`src/hw/nec_pkg.sv`:
```
// Package with register map, field positions and constants of the NAND ECC engine control.
package nec_pkg;
    localparam logic [7:0]  NEC_OFF_CONTROL  = 8'h00;
    localparam logic [7:0]  NEC_OFF_RESULT   = 8'h04;
    localparam logic [7:0]  NEC_OFF_PARITY_A = 8'h08;
    localparam logic [7:0]  NEC_OFF_PARITY_B = 8'h0C;
    localparam logic [7:0]  NEC_OFF_PARITY_C = 8'h10;
    localparam logic [7:0]  NEC_OFF_STATUS   = 8'h14;
    localparam int          NEC_BIT_ENABLE   = 0;
    localparam int          NEC_BIT_ENGINE_RESET     = 1;
    localparam int          NEC_BIT_ALGO     = 2;
    localparam int          NEC_BIT_PHASE    = 3;
    localparam int          NEC_BIT_PLOADED  = 4;
    localparam int          NEC_BIT_ENCDONE  = 2;
    localparam int          NEC_ERROR_COUNT_LSB     = 29;
    localparam logic [31:0] NEC_CONTROL_RST  = 32'h0000_0000;
    localparam logic [71:0] NEC_PARITY_RST   = 72'h00_0000_0000_0000_0000;
    localparam int          NEC_BLOCK_BYTES  = 512;
    localparam int          NEC_SYMBOLS      = 8;
    localparam int          NEC_SYM_W        = 9;
    localparam logic [8:0]  NEC_RS_POLY      = 9'h011;
    localparam logic [8:0]  NEC_RS_GEN [8]   = '{9'h001, 9'h002, 9'h004, 9'h008,
                                                 9'h010, 9'h020, 9'h040, 9'h080};
endpackage

```
`src/hw/nec_compute.sv`:
```
// Hamming and Reed-Solomon parity computation over the NAND data stream.
`timescale 1ns/10ps
`default_nettype none
module nec_compute
    import nec_pkg::*;
#(
    parameter int BLOCK_BYTES = NEC_BLOCK_BYTES
) (
    input  wire logic        mclk,
    input  wire logic        rst,
    input  wire logic        engine_clear,
    input  wire logic        feed,
    input  wire logic [7:0]  feed_data,
    input  wire logic        algorithm_select,
    input  wire logic        rs_phase_select,
    input  wire logic        sw_wr,
    input  wire logic [1:0]  sw_idx,
    input  wire logic [31:0] sw_word,
    output logic      [23:0] ham_result,
    output logic      [71:0] parity_flat,
    output logic             block_done
);
    // ****************************************
    // Galois field helper.
    // ****************************************
    function automatic logic [8:0] gf_mul(input logic [8:0] a, input logic [8:0] b);
        logic [8:0] r;
        logic [8:0] x;
        r = '0;
        x = a;
        for (int i = 0; i < 9; i++) begin
            if (b[i]) begin
                r = r ^ x;
            end
            x = x[8] ? ({x[7:0], 1'b0} ^ NEC_RS_POLY) : {x[7:0], 1'b0};
        end
        return r;
    endfunction

    // ****************************************
    // Byte position and Hamming accumulation.
    // ****************************************
    logic [8:0]  count_reg;
    logic [8:0]  line_even_reg;
    logic [8:0]  line_odd_reg;
    logic [5:0]  col_reg;
    logic        byte_par;
    logic [5:0]  col_next;
    logic        ham_feed;
    logic        rs_feed;
    logic [71:0] lfsr_next;
    logic [8:0]  fb;

    assign byte_par = ^feed_data;
    assign col_next = {^feed_data[7:4], ^feed_data[3:0],
                       ^{feed_data[7], feed_data[6], feed_data[3], feed_data[2]},
                       ^{feed_data[5], feed_data[4], feed_data[1], feed_data[0]},
                       ^{feed_data[7], feed_data[5], feed_data[3], feed_data[1]},
                       ^{feed_data[6], feed_data[4], feed_data[2], feed_data[0]}};
    assign ham_feed = feed & ~algorithm_select;
    assign rs_feed  = feed & algorithm_select & rs_phase_select;

    always_ff @(posedge mclk) begin
        if (rst || engine_clear) begin
            count_reg <= '0;
        end else if (feed) begin
            count_reg <= count_reg + 9'h001;
        end
    end

    // Hamming state survives system reset and is cleared only by the engine reset.
    always_ff @(posedge mclk) begin
        if (engine_clear) begin
            line_even_reg <= '0;
            line_odd_reg  <= '0;
            col_reg       <= '0;
        end else if (ham_feed) begin
            line_even_reg <= line_even_reg ^ ({9{byte_par}} & ~count_reg);
            line_odd_reg  <= line_odd_reg ^ ({9{byte_par}} & count_reg);
            col_reg       <= col_reg ^ col_next;
        end
    end

    genvar g;
    generate
        for (g = 0; g < 9; g++) begin : g_line
            assign ham_result[2*g]   = line_even_reg[g];
            assign ham_result[2*g+1] = line_odd_reg[g];
        end
    endgenerate
    assign ham_result[23:18] = col_reg;

    // ****************************************
    // Reed-Solomon encoder shift register.
    // ****************************************
    assign fb = {1'b0, feed_data} ^ parity_flat[71:63];

    generate
        for (g = 0; g < NEC_SYMBOLS; g++) begin : g_sym
            if (g < NEC_SYMBOLS - 1) begin : g_mid
                assign lfsr_next[71-9*g -: 9] = parity_flat[62-9*g -: 9] ^ gf_mul(fb, NEC_RS_GEN[g]);
            end else begin : g_last
                assign lfsr_next[8:0] = gf_mul(fb, NEC_RS_GEN[g]);
            end
        end
    endgenerate

    always_ff @(posedge mclk) begin
        if (rst || engine_clear) begin
            parity_flat <= NEC_PARITY_RST;
        end else if (sw_wr) begin
            case (sw_idx)
                2'h0:    parity_flat[31:0]  <= sw_word;
                2'h1:    parity_flat[63:32] <= sw_word;
                2'h2:    parity_flat[71:64] <= sw_word[7:0];
                default: parity_flat        <= parity_flat;
            endcase
        end else if (rs_feed) begin
            parity_flat <= lfsr_next;
        end
    end

    always_ff @(posedge mclk) begin
        if (rst || engine_clear) begin
            block_done <= 1'b0;
        end else begin
            block_done <= rs_feed && (count_reg == 9'(BLOCK_BYTES - 1));
        end
    end
endmodule
`default_nettype wire

```
`src/hw/nec_engine_control.sv`:
```
// APB register block and stream steering of the NAND ECC engine control.
//
// Overview of operation
// - Parity-ready write pulses, reads as zero.
// - Control bit 3 selects encode or decode.
// - Control bit 2 selects Hamming or Reed-Solomon.
// - Engine-reset bit pulses, self-clears, reads zero.
// - Control bit 0 enables ECC calculation.
// - Control resets to zero; bits 31:5 zero.
// - Result holds three Hamming bytes.
// - Result bits 31:24 read zero.
// - Result cleared only by engine reset.
// - Parity cleared by system and engine reset.
// - Eight 9-bit symbols packed in three registers.
// - Encoder writes parity; encode-done flag signals.
// - Engine reset clears error count field.
// - ECC applies only to NAND banks.
`timescale 1ns/10ps
`default_nettype none
module nec_engine_control
    import nec_pkg::*;
#(
    parameter int BLOCK_BYTES = NEC_BLOCK_BYTES,
    parameter int BANKS       = 4
) (
    input  wire logic             mclk,
    input  wire logic             rst,
    input  wire logic             psel,
    input  wire logic             penable,
    input  wire logic             pwrite,
    input  wire logic [7:0]       paddr,
    input  wire logic [31:0]      pwdata,
    input  wire logic [3:0]       pstrb,
    output logic      [31:0]      prdata,
    output logic                  pready,
    output logic                  pslverr,
    input  wire logic             nand_valid,
    input  wire logic [7:0]       nand_data,
    input  wire logic [1:0]       nand_bank,
    input  wire logic [BANKS-1:0] bank_is_nand,
    input  wire logic             err_count_valid,
    input  wire logic [2:0]       err_count_in,
    output logic                  parity_loaded_strobe,
    output logic                  engine_reset,
    output logic                  ecc_enable,
    output logic                  algorithm_select,
    output logic                  rs_phase_select
);
    // ****************************************
    // Bus decode.
    // ****************************************
    logic        access;
    logic        done;
    logic        wr;
    logic        mapped;
    logic [31:0] mask;
    logic [31:0] rd_mux;
    logic [23:0] ham_result;
    logic [71:0] parity_flat;
    logic        block_done;
    logic        feed;
    logic        sw_wr;
    logic [1:0]  sw_idx;
    logic [31:0] sw_word;
    logic        encode_done_reg;
    logic [2:0]  error_count_reg;

    assign access = psel & penable;
    assign done   = access & pready;
    assign wr     = done & pwrite;
    assign mapped = (paddr == NEC_OFF_CONTROL) || (paddr == NEC_OFF_RESULT)
                 || (paddr == NEC_OFF_PARITY_A) || (paddr == NEC_OFF_PARITY_B)
                 || (paddr == NEC_OFF_PARITY_C) || (paddr == NEC_OFF_STATUS);
    assign mask   = {{8{pstrb[3]}}, {8{pstrb[2]}}, {8{pstrb[1]}}, {8{pstrb[0]}}};

    always_comb begin
        case (paddr)
            NEC_OFF_CONTROL:  rd_mux = {28'h0000000, rs_phase_select, algorithm_select,
                                        1'b0, ecc_enable};
            NEC_OFF_RESULT:   rd_mux = {8'h00, ham_result};
            NEC_OFF_PARITY_A: rd_mux = parity_flat[31:0];
            NEC_OFF_PARITY_B: rd_mux = parity_flat[63:32];
            NEC_OFF_PARITY_C: rd_mux = {24'h000000, parity_flat[71:64]};
            NEC_OFF_STATUS:   rd_mux = {error_count_reg, 26'h0000000, encode_done_reg, 2'h0};
            default:          rd_mux = 32'h0000_0000;
        endcase
    end

    // One wait state: pready rises in the second access cycle.
    always_ff @(posedge mclk) begin
        if (rst) begin
            pready <= 1'b0;
        end else begin
            pready <= access & ~pready;
        end
    end

    always_ff @(posedge mclk) begin
        if (rst) begin
            prdata  <= 32'h0000_0000;
            pslverr <= 1'b0;
        end else if (access && !pready) begin
            prdata  <= pwrite ? 32'h0000_0000 : rd_mux;
            pslverr <= ~mapped;
        end else begin
            pslverr <= 1'b0;
        end
    end

    // ****************************************
    // Control register.
    // ****************************************
    always_ff @(posedge mclk) begin
        if (rst) begin
            ecc_enable       <= NEC_CONTROL_RST[NEC_BIT_ENABLE];
            algorithm_select <= NEC_CONTROL_RST[NEC_BIT_ALGO];
            rs_phase_select  <= NEC_CONTROL_RST[NEC_BIT_PHASE];
        end else if (wr && paddr == NEC_OFF_CONTROL && pstrb[0]) begin
            ecc_enable       <= pwdata[NEC_BIT_ENABLE];
            algorithm_select <= pwdata[NEC_BIT_ALGO];
            rs_phase_select  <= pwdata[NEC_BIT_PHASE];
        end
    end

    // Self-clearing strobes: high for exactly one cycle after the write completes.
    always_ff @(posedge mclk) begin
        if (rst) begin
            engine_reset         <= 1'b0;
            parity_loaded_strobe <= 1'b0;
        end else begin
            engine_reset         <= wr && paddr == NEC_OFF_CONTROL && pstrb[0]
                                 && pwdata[NEC_BIT_ENGINE_RESET];
            parity_loaded_strobe <= wr && paddr == NEC_OFF_CONTROL && pstrb[0]
                                 && pwdata[NEC_BIT_PLOADED];
        end
    end

    // ****************************************
    // Parity writes and stream steering.
    // ****************************************
    always_comb begin
        sw_wr  = 1'b0;
        sw_idx = 2'h0;
        case (paddr)
            NEC_OFF_PARITY_A: begin
                sw_wr  = wr;
                sw_idx = 2'h0;
            end
            NEC_OFF_PARITY_B: begin
                sw_wr  = wr;
                sw_idx = 2'h1;
            end
            NEC_OFF_PARITY_C: begin
                sw_wr  = wr;
                sw_idx = 2'h2;
            end
            default: begin
                sw_wr  = 1'b0;
                sw_idx = 2'h0;
            end
        endcase
    end
    assign sw_word = (rd_mux & ~mask) | (pwdata & mask);

    assign feed = ecc_enable & nand_valid & bank_is_nand[nand_bank];

    nec_compute #(
        .BLOCK_BYTES (BLOCK_BYTES)
    ) u_compute (
        .mclk             (mclk),
        .rst              (rst),
        .engine_clear     (engine_reset),
        .feed             (feed),
        .feed_data        (nand_data),
        .algorithm_select (algorithm_select),
        .rs_phase_select  (rs_phase_select),
        .sw_wr            (sw_wr),
        .sw_idx           (sw_idx),
        .sw_word          (sw_word),
        .ham_result       (ham_result),
        .parity_flat      (parity_flat),
        .block_done       (block_done)
    );

    // ****************************************
    // Status register.
    // ****************************************
    always_ff @(posedge mclk) begin
        if (rst || engine_reset) begin
            encode_done_reg <= 1'b0;
        end else if (block_done) begin
            encode_done_reg <= 1'b1;
        end else if (wr && paddr == NEC_OFF_STATUS && pstrb[0] && !pwdata[NEC_BIT_ENCDONE]) begin
            encode_done_reg <= 1'b0;
        end
    end

    always_ff @(posedge mclk) begin
        if (rst || engine_reset) begin
            error_count_reg <= 3'h0;
        end else if (err_count_valid) begin
            error_count_reg <= err_count_in;
        end
    end
endmodule
`default_nettype wire

```
`config.mk`:
```
export PLATFORM = sky130hd
export DESIGN_NAME = nec_engine_control
export DESIGN_NICKNAME = d
export VERILOG_FILES = /design/src/hw/nec_pkg.sv /design/src/hw/nec_compute.sv /design/src/hw/nec_engine_control.sv
export SDC_FILE = /design/constraint.sdc
export NUM_CORES = 1
export LEC_CHECK = 0
export ABC_CLOCK_PERIOD_IN_PS = 3150
export BUFFER_PORTS_ARGS = -buffer_cell sky130_fd_sc_hd__buf_2
export CAP_MARGIN = 0
export CORE_MARGIN = 2
export CORE_UTILIZATION = 65
export CTS_BUF_LIST = sky130_fd_sc_hd__clkbuf_8
export CTS_CLUSTER_SIZE = 12
export DETAILED_ROUTE_END_ITERATION = 7
export MAX_ROUTING_LAYER = met4
export PLACE_DENSITY = 0.87
export SLEW_MARGIN = 10
export SYNTH_ARGS = -nofsm -noshare
export SYNTH_HDL_FRONTEND = slang
export SYNTH_SLANG_ARGS = --single-unit
```
`constraint.sdc`:
```
create_clock -name mclk -period 3.15 [get_ports mclk]
set_input_delay 0.315 -clock mclk [delete_from_list [all_inputs] [get_ports mclk]]
set_output_delay 0.315 -clock mclk [all_outputs]
set_load 0.01 [all_outputs]
```
---- Word-level counts from Yosys, hierarchy flattened ----
Index checks and enable logic that the tools add are counted.
storage, ports and cells
  flip-flop bits (word level) ............. 149
  output and inout bits ................... 39
cells by class
  add/subtract/negate cells ............... 1
  order comparisons ....................... 1
  eq/ne operators ......................... 11
  multiplexer cells ....................... 20
  bitwise logic cells ..................... 38
  reductions and logical operators ........ 33
operators with widths
  kind                   number
  $pmux W32 S6           1
  $mux W72               2
  $mux W32               3
  $xor A9 B9 Y9          9
  $and A32 B32 Y32       2
  $mux W5                7
  $not A32 Y32           1
  $or A32 B32 Y32        1
  $reduce_xor A4 Y1      6
  $and A9 B9 Y9          2
  $eq A8 B4 Y1 const B   2
  $eq A8 B5 Y1 const B   2
  $not A2 Y2             7
  $add A9 B1 Y9 const B  1
  $and A1 B1 Y1          9
  $eq A9 B9 Y1 const B   1
  $logic_and A1 B1 Y1    9
  $not A9 Y9             1
  $xor A8 B9 Y9          1
  $eq A8 B3 Y1 const B   1
  $logic_not A8 Y1       1
  $mux W8                1
  $reduce_xor A8 Y1      1
  $logic_or A1 B1 Y1     6
  other kinds (15)       27

---- Longest topological paths before layout ----
Gate-level depths: netlist of run 1.
  word-level depth ........................ 17
  depth in mapped cells ................... 8
  gate-level depth less buffers ........... 6

---- Hierarchy ----
From an unflattened synthesis of run 1, not the netlist that was laid out.
unflattened totals
  cells, all modules ...................... 1010
  area, all modules ....................... 8280.4 µm²
by module, submodules not included
  module              times used  cells an instance  area an instance (µm²)
  nec_compute         1           646                5300.1
  nec_engine_control  1           364                2980.4

---- Least setup slack after synthesis of run 1 ----
No wires, ideal clock.
  path kind ............................... in2reg
  from .................................... in paddr[2]
  to ...................................... reg u_compute.parity_flat[14]
  library setup time ...................... 0.132 ns
  data arrival time ....................... 1.949 ns
  required time ........................... 3.018 ns
  path slack .............................. 1.069 ns
  stages .................................. 8
  path through ............................ buf_2 or3b_4 a2111oi_4 buf_6 buf_6 o311ai_1 o211ai_1 a21oi_1
on the way
  cells in the longest elaborated chain, start to end .. 6
  elaborated cells on any way between the ends .. 18
  those cells by class .................... eq/ne (6); mux (5); bitwise (2); reduce/logical (5)
RTL lines
  what                                        RTL line                   source
  from (decl)                                 nec_engine_control.sv:31   input wire logic [7:0] paddr,
  $eq A8 B5 Y1, or another cell as far along  nec_engine_control.sv:77   case (paddr)
  $pmux W32 S6                                nec_engine_control.sv:77
  $and A32 B32 Y32                            nec_engine_control.sv:163  assign sw_word = (rd_mux & ~mask) | (pwdata & mask);
  $or A32 B32 Y32                             nec_engine_control.sv:163
  $mux W32                                    nec_compute.sv:112         case (sw_idx)
  $mux W72                                    nec_compute.sv:111         end else if (sw_wr) begin
  to (signal assigned)                        nec_compute.sv:113         2'h0: parity_flat[31:0] <= sw_word;
  to (signal assigned)                        nec_compute.sv:116         default: parity_flat <= parity_flat;
  to (signal assigned)                        nec_compute.sv:119         parity_flat <= lfsr_next;
  to (decl)                                   nec_compute.sv:20          output logic [71:0] parity_flat,
Parallel ways exist; a longest one is shown, timed or not. The select of a mux whose other input is x is not followed.
A chain may end at the register's enable or synchronous reset.

---- Worst setup path after layout of run 1 ----
  from .................................... reg pready
  to ...................................... reg u_compute.parity_flat[56]
on the way
  cells in the longest elaborated chain, start to end .. 5
  elaborated cells on any way between the ends .. 7
  those cells by class .................... eq/ne (1); mux (2); bitwise (2); reduce/logical (2)
RTL lines
  what                                                          RTL line                   source
  from (decl)                                                   nec_engine_control.sv:35   output logic pready,
  from (signal assigned)                                        nec_engine_control.sv:94   pready <= access & ~pready;
  $and A1 B1 Y1 *                                               nec_engine_control.sv:69   assign done = access & pready;
  $and A1 B1 Y1 *                                               nec_engine_control.sv:70   assign wr = done & pwrite;
  $mux W1 *                                                     nec_engine_control.sv:144  case (paddr)
  $ne A2 B1 Y1 (no line) or $reduce_bool A2 Y1 (tied branches)  -
  $reduce_and A2 Y1 (no line)                                   -
  to (signal assigned)                                          nec_compute.sv:114         2'h1: parity_flat[63:32] <= sw_word;
  to (signal assigned)                                          nec_compute.sv:116
  to (signal assigned)                                          nec_compute.sv:119
Mark *: on every way between the ends. The rest lies on a longest branch, timed or not.

==> results.md, run 1 <==
- Status: completed
- Worst vdd ir: 0.3617 mV
- Drt wl/cell: 22.20 um
- Layout cell share with drive strength beyond 1: 19.24%
- HP Class: in -> reg
- Antenna Cells: 0
- Worst hold start: pwdata[4]
- Final-report setup violation count: 0
- Routing usage on met1: 54.01%
- Max-cap viol count: 0
- Hold path cells: 2
- CTS Buf Count: 17
- R2r worst-path depth: 6
- Met2 usage in global routing: 63.08%
- Register area share after synthesis: 36.64%
- Worst endpoint required time: 3.55 ns
- Syn-to-layout area delta: 12.91%
- Synth Warn #: 0
- Ports: 107
- Clock Sinks: 149
- Total grt overflow: 0
- Final Skew: 0.01254 ns
- GRT met3 Usage: 11.14%
- Vias in the first global route: 7469
- Initial drt markers: 1232
- Synthesized instance count: 958
- Clock root buffer: clkbuf_8
- Critical R2R Launch: pready$_SDFF_PP0_
- Core Area: 12110 sq um
- Initial antenna violation count: 0
- Crit Path Class: reg -> reg
- CP arrival: 2.90 ns
- Ys flop type: dfxtp_1
- Routability cong.: 1.033
- CP max FO: 23
- Cts repair resizes: 0
- Final instance area: 9191 sq um
- Worst setup EP type: register
- WL final: 27040 um
- First-pass DRT Iterations: 8
- DR DRC count: 0
- Setup crit start kind: register
- Final Hold Vio Count: 0
- Post-route antenna net violation count: 0
- Top Registers: u_compute.parity_flat: 72 flops, prdata: 32 flops
- Leak: 3.377 nW
- Net count reported at finish: 1107
- Worst Setup SP: pready$_SDFF_PP0_
- Max reg flops: 72
- Pin count of the biggest net entering global routing: 61
- Placed Area: 8803 sq um
- Synth unique cells: 62
- Post-CTS Setup Repair Bufs: 0
- Num rows: 40
- Final Cycle Share: 79.19%
- Final core occ: 75.89%
- Die H: 115.9 um
- RSZ-0062 raised after global routing: no
- Crit Reg-Reg Endpoint: u_compute.parity_flat[56]$_SDFFE_PP0P_
- First-pass GRT wire length: 41500 um
- Post-DP HPWL: 19490 um
- Syn_nets: 1028
- Die area: 13440 sq um
- Fin Setup TNS: 0 ns
- Slew Limit Fails: 0
- Hold endpoint: parity_loaded_strobe$_SDFF_PP0_
- Power per cell area: 418.6 nW/um^2
- Register-to-Register Setup Slack: 0.66 ns
- CTS HTree Levels: 4
- Cell area after synthesis: 8140 sq um
- Minimum clock period: 2.494 ns
- Syn Area/Cell: 8.497 sq um
- Number of enable flip-flop cells after synthesis: 0
- Effective utilization at floorplan: 67.21%
- Biggest register: u_compute.parity_flat
- Port bufs: 106
- Relative slew slack: 19.16%
- CTS tree: done
- Avg Vias per Cell: 6.744
- Clk Latency, worst-skew pair: 0.48 ns
- Hold buffers post-CTS: 0
- Clock Tree Buf Depth: 2
- DR vias: 8214
- Clk slew on worst S/H paths: 0.09 ns
- FF+latch count, synth: 149
- Worst-Margin Slew: 1.211 ns
- Tot GR Track Use: 42.30%
- Horiz. Die Dim: 115.9 um
- Maximum clock rate: 400.9 MHz
- Gr busiest metal: met2
- Async SR Flop Fraction: 0%
==> cells in the mapped netlist, types with 7 or more instances <==
master     instances  share of area, %
nand2_1           92               4.2
o31ai_1           20               1.8
nor3_1            15              0.92
a22o_1            13               1.4
mux2i_1           28               3.4
inv_1             16              0.74
a31oi_1           47               3.6
and2_1             7              0.54
nand4_1           10              0.77
nor4_1             9              0.69
buf_2             22               1.4
xnor2_1           86               9.3
xor2_1             8              0.86
dfxtp_1          149                37
o21ai_0           70               4.3
or3_1             13               1.0
a22oi_1           23               2.1
nor2_1            55               2.5
a211oi_1           9              0.83
a21oi_1           70               4.3
nand2b_1          16               1.2
or4_1             18               1.7
o211ai_1           9              0.83
mux2_2             8               1.1
clkbuf_1          47               2.2
nand3_1           11              0.68
o2bb2ai_1         14               1.5
==> worst max path at each step <==
stage	to	cells after the start	slack [ns]
after floorplan	u_compute.parity_flat[14]$_SDFFE_PP0P_	8	1.07
after global placement	prdata[9]$_SDFFE_PP0P_	7	0.64
after detailed placement	u_compute.parity_flat[46]$_SDFFE_PP0P_	7	0.57
after CTS	u_compute.parity_flat[56]$_SDFFE_PP0P_	6	0.72
after global routing	u_compute.parity_flat[58]$_SDFFE_PP0P_	7	0.56
final	u_compute.parity_flat[56]$_SDFFE_PP0P_	6	0.66
==> metrics by stage <==
| stage | cells | hold WS, ns | worst slack [ns] | total power [W] |
|---|---|---|---|---|
| 2_1_floorplan | 958 | 0.4108 | 1.069 | 0.002241 |
| 3_3_place_gp | 1186 | 0.4200 | 0.6405 | 0.002392 |
| 3_5_place_dp | 1186 | 0.4393 | 0.5726 | 0.002395 |
| 4_1_cts | 1218 | 0.05425 | 0.7177 | 0.003820 |
| 5_1_grt | 1218 | 0.06621 | 0.5608 | 0.003938 |
| 6_report | 1218 | 0.06203 | 0.6557 | 0.003847 |
==> cell families after synthesis <==
| group | count (synthesis) | share of synthesized area, % |
|---|---|---|
| xor gates and xnor gates | 98 | 11.07 |
| DFF | 149 | 36.64 |
| buffers and inverters | 94 | 5.088 |
| adders and majority gates | 2 | 0.3074 |
| muxes | 39 | 5.380 |
| AOI/OAI and AO/OA | 312 | 25.18 |
| and+or+nand+nor | 264 | 16.34 |
==> power by group <==
group / internal [W] / switching (W)
Combinational: 0.000176 / 0.000301
Sequential: 0.00189 / 0.00000690
Clock: 0.000673 / 0.000804
==> cell usage in the layout (no fill, tap or decap), drive strengths merged, types with 3 or more instances in the layout <==
master,count
xnor2,88
nand2b,16
o31ai,20
nor3,15
nand3,11
clkinvlp,5
nand4,10
a22oi,23
nand2,92
or2,6
inv,19
buf,138
and2,7
mux2i,28
a211oi,9
o21ai,72
o21a,3
or4,18
or3,13
a31oi,47
mux2,8
o221ai,6
o2bb2ai,16
o311ai,3
xor2,8
nor2,55
clkinv,4
o211ai,10
a32oi,5
clkbuf,19
a22o,13
mux4,3
nor4,11
dfxtp,149
nand4bb,3
a21oi,70
==> area by class of cell <==
| cell class | instances | area [sq um] |
|---|---|---|
| multi-input cells | 715 | 4780 |
| flip-flops and latches | 149 | 2983 |
| fillers | 946 | 2920 |
| clock buffers | 19 | 261.5 |
| well taps | 168 | 210.2 |
| clock inverters | 13 | 126.4 |
| repair buffers | 138 | 770.7 |
| inverters | 16 | 60.06 |
==> metal layers <==
metal,vias to the layer above,part of all wire [%],wire [um]
met4,0,5.0,1345
met2,527,45,12250
met5,-,0,0
met1,3912,38,10240
li1,3666,-,-
met3,109,12,3198
==> critical path: stages, from the launching register on <==
cell and delay, ns:
dfxtp_1 0.39, nand4_1 0.33, a2111oi_4 0.58, buf_4 0.37
a2bb2oi_2 0.47, a211oi_1 0.12, nor3_1 0.16
Note: power is estimated with default switching activity, not from simulation.
==> run 2: changes to the inputs <==
ABC_CLOCK_PERIOD_IN_PS = 2500   (was 3150)
CORE_UTILIZATION = 60   (was 65)
PLACE_DENSITY = 0.81   (was 0.87)
clock period = 2.5 ns   (was 3.15 ns; I/O delays follow)
==> run 2 against run 1 <==
Against the previous run:
- register-to-register slack worse by 0.27 ns
- clock power is 42% higher
- wire length is 0.70% higher
- first-iteration DRC count is 5.8% lower
- die area is 8.0% higher
- count of clock-buffer cells in the layout is 1 lower
- worst setup slack worse by 0.27 ns
- critical path type unchanged
- critical path depth is 1 higher
==> results.md, run 2 (synthesis gave the netlist of run 1 again) <==
- Setup crit start kind: register (unchanged)
- Placement Setup Slack: 0.1134 ns (was 0.5726 ns)
- Cts repair resizes: 0 (unchanged)
- Antenna Cells: 0 (unchanged)
- Status: completed (unchanged)
- Power per cell area: 540.0 nW/um^2 (was 418.6 nW/um^2)
- Biggest register: u_compute.parity_flat (unchanged)
- Clock root buffer: clkbuf_8 (unchanged)
- Critical path's slowest cell: a2bb2oi_2 (was a2111oi_4)
- Leak: 3.504 nW (was 3.377 nW)
- Worst vdd ir: 0.3792 mV (was 0.3617 mV)
- Max reg flops: 72 (unchanged)
- CTS tree: done (unchanged)
- Final-report setup violation count: 0 (unchanged)
- WL final: 27230 um (was 27040 um)
- Worst-Margin Slew: 1.077 ns (was 1.211 ns)
- Initial drt markers: 1161 (was 1232)
- Final Hold Vio Count: 0 (unchanged)
- Worst Setup Slack, final: 0.3904 ns (was 0.6557 ns)
- Maximum clock rate: 474.0 MHz (was 400.9 MHz)
- Num rows: 42 (was 40)
- First-pass DRT Iterations: 6 (was 8)
- Final Cycle Share: 84.39% (was 79.19%)
- Core Area: 13240 sq um (was 12110 sq um)
- Tot GR Track Use: 39.00% (was 42.30%)
- Top Registers: u_compute.parity_flat: 72 flops, prdata: 32 flops (unchanged)
- First-pass GRT wire length: 41830 um (was 41500 um)
- Final core occ: 71.20% (was 75.89%)
- Ports: 107 (unchanged)
- Critical path, cell by cell: nand4_1, buf_4, a2111oi_4, buf_12, a2bb2oi_2, a211oi_1, nor3_1 (was nand4_1, a2111oi_4, buf_4, a2bb2oi_2, a211oi_1, nor3_1)
- Post-DP HPWL: 19760 um (was 19490 um)
- Horiz. Die Dim: 120.5 um (was 115.9 um)
- Final Skew: 0.01368 ns (was 0.01254 ns)
- Worst hold start: err_count_in[2] (was pwdata[4])
- CTS Buf Count: 17 (unchanged)
- CP max stage delay: 0.44 ns (was 0.58 ns)
- Clock Tree Buf Depth: 2 (unchanged)
- CP max FO: 37 (was 23)
- Relative slew slack: 27.65% (was 19.16%)
- Worst setup EP type: register (unchanged)
- Initial antenna violation count: 0 (unchanged)
- DR vias: 8116 (was 8214)
- RSZ-0062 raised after global routing: no (unchanged)
- Total grt overflow: 0 (unchanged)
- DR DRC count: 0 (unchanged)
- Worst Setup SP: pready$_SDFF_PP0_ (unchanged)
- Net count reported at finish: 1121 (was 1107)
- Slew Limit Fails: 0 (unchanged)
- Syn-to-layout area delta: 15.83% (was 12.91%)
- Layout cell share with drive strength beyond 1: 20.39% (was 19.24%)
- Fin Setup TNS: 0 ns (unchanged)
- Clk Latency, worst-skew pair: 0.49 ns (was 0.48 ns)
- CTS HTree Levels: 4 (unchanged)
- Clock Sinks: 149 (unchanged)
- Crit Path Class: reg -> reg (unchanged)
- Die area: 14520 sq um (was 13440 sq um)
- Routability cong.: 0.9578 (was 1.033)
- Die H: 120.5 um (was 115.9 um)
- Post-CTS Setup Repair Bufs: 0 (unchanged)
- Avg Vias per Cell: 6.545 (was 6.744)
- Clk slew on worst S/H paths: 0.09 ns (about the same)
- Post-route antenna net violation count: 0 (unchanged)
- Effective utilization at floorplan: 61.47% (was 67.21%)
- Commonest non-fill, non-tap cell in the layout: dfxtp_1 (unchanged)
- Vias in the first global route: 7417 (was 7469)
- Max-cap viol count: 0 (unchanged)
- Port bufs: 106 (unchanged)
- Critical R2R Launch: pready$_SDFF_PP0_ (unchanged)
- HP Class: in -> reg (unchanged)
- Pin count of the biggest net entering global routing: 61 (unchanged)
- Minimum clock period: 2.110 ns (was 2.494 ns)
- CP arrival: 2.52 ns (was 2.90 ns)
- Drt wl/cell: 21.96 um (was 22.20 um)
- Worst endpoint required time: 2.91 ns (was 3.55 ns)
- Hold buffers post-CTS: 0 (unchanged)
- Most frequent cells in the layout: dfxtp_1, buf_2, nand2_1 (unchanged)
## run 2: cell type report
type / instances / area [sq um]
clock buffers: 18 / 247.7
clock inverters: 14 / 187.7
fillers: 1047 / 3814
inverters: 16 / 60.06
multi-input cells: 715 / 4780
flip-flops and latches: 149 / 2983
well taps: 176 / 220.2
repair buffers: 152 / 950.9
## run 2: worst max-delay path, delay by kind of cell (launching register included)
| family | cells | cell delay (ns) |
|---|---|---|
| flops | 1 | 0.37 |
| buf+inv | 2 | 0.45 |
| simple gates | 2 | 0.27 |
| compound gates | 3 | 0.92 |
## run 2: per-layer routing
metal  part of all wire, %  global-route usage [%]  vias up
met4                   4.7                   18.82        0
met1                    40                   51.69     3852
li1                      -                       -     3687
met3                   9.7                   6.321       95
met2                    45                   58.26      482
met5                     0                       -        -
## run 2: path summary, 6_finish.rpt
check	to	slack, ns	cells after the start
min	error_count_reg[2]$_SDFFE_PP0P_	0.002	3
max	u_compute.parity_flat[60]$_SDFFE_PP0P_	0.39	7
max reg2reg	u_compute.parity_flat[60]$_SDFFE_PP0P_	0.39	7
min reg2reg	encode_done_reg$_SDFFE_PP0P_	0.43	2
## run 2: through the flow
step	hold slack, ns	cell area [sq um]	std cells	power (W)
finish	0.002282	9429	1240	0.005092
global route	0.01559	9429	1240	0.005239
CTS	0.0002398	9429	1240	0.005071
detailed placement	0.4253	8994	1208	0.003034
global placement	0.4117	8994	1208	0.003028
floorplan	0.3717	8140	958	0.002824
## run 2: where the power goes
part	switching, W	internal (W)
registers	0.00000363	0.00238
logic	0.000382	0.000234
clock network	0.00105	0.00104
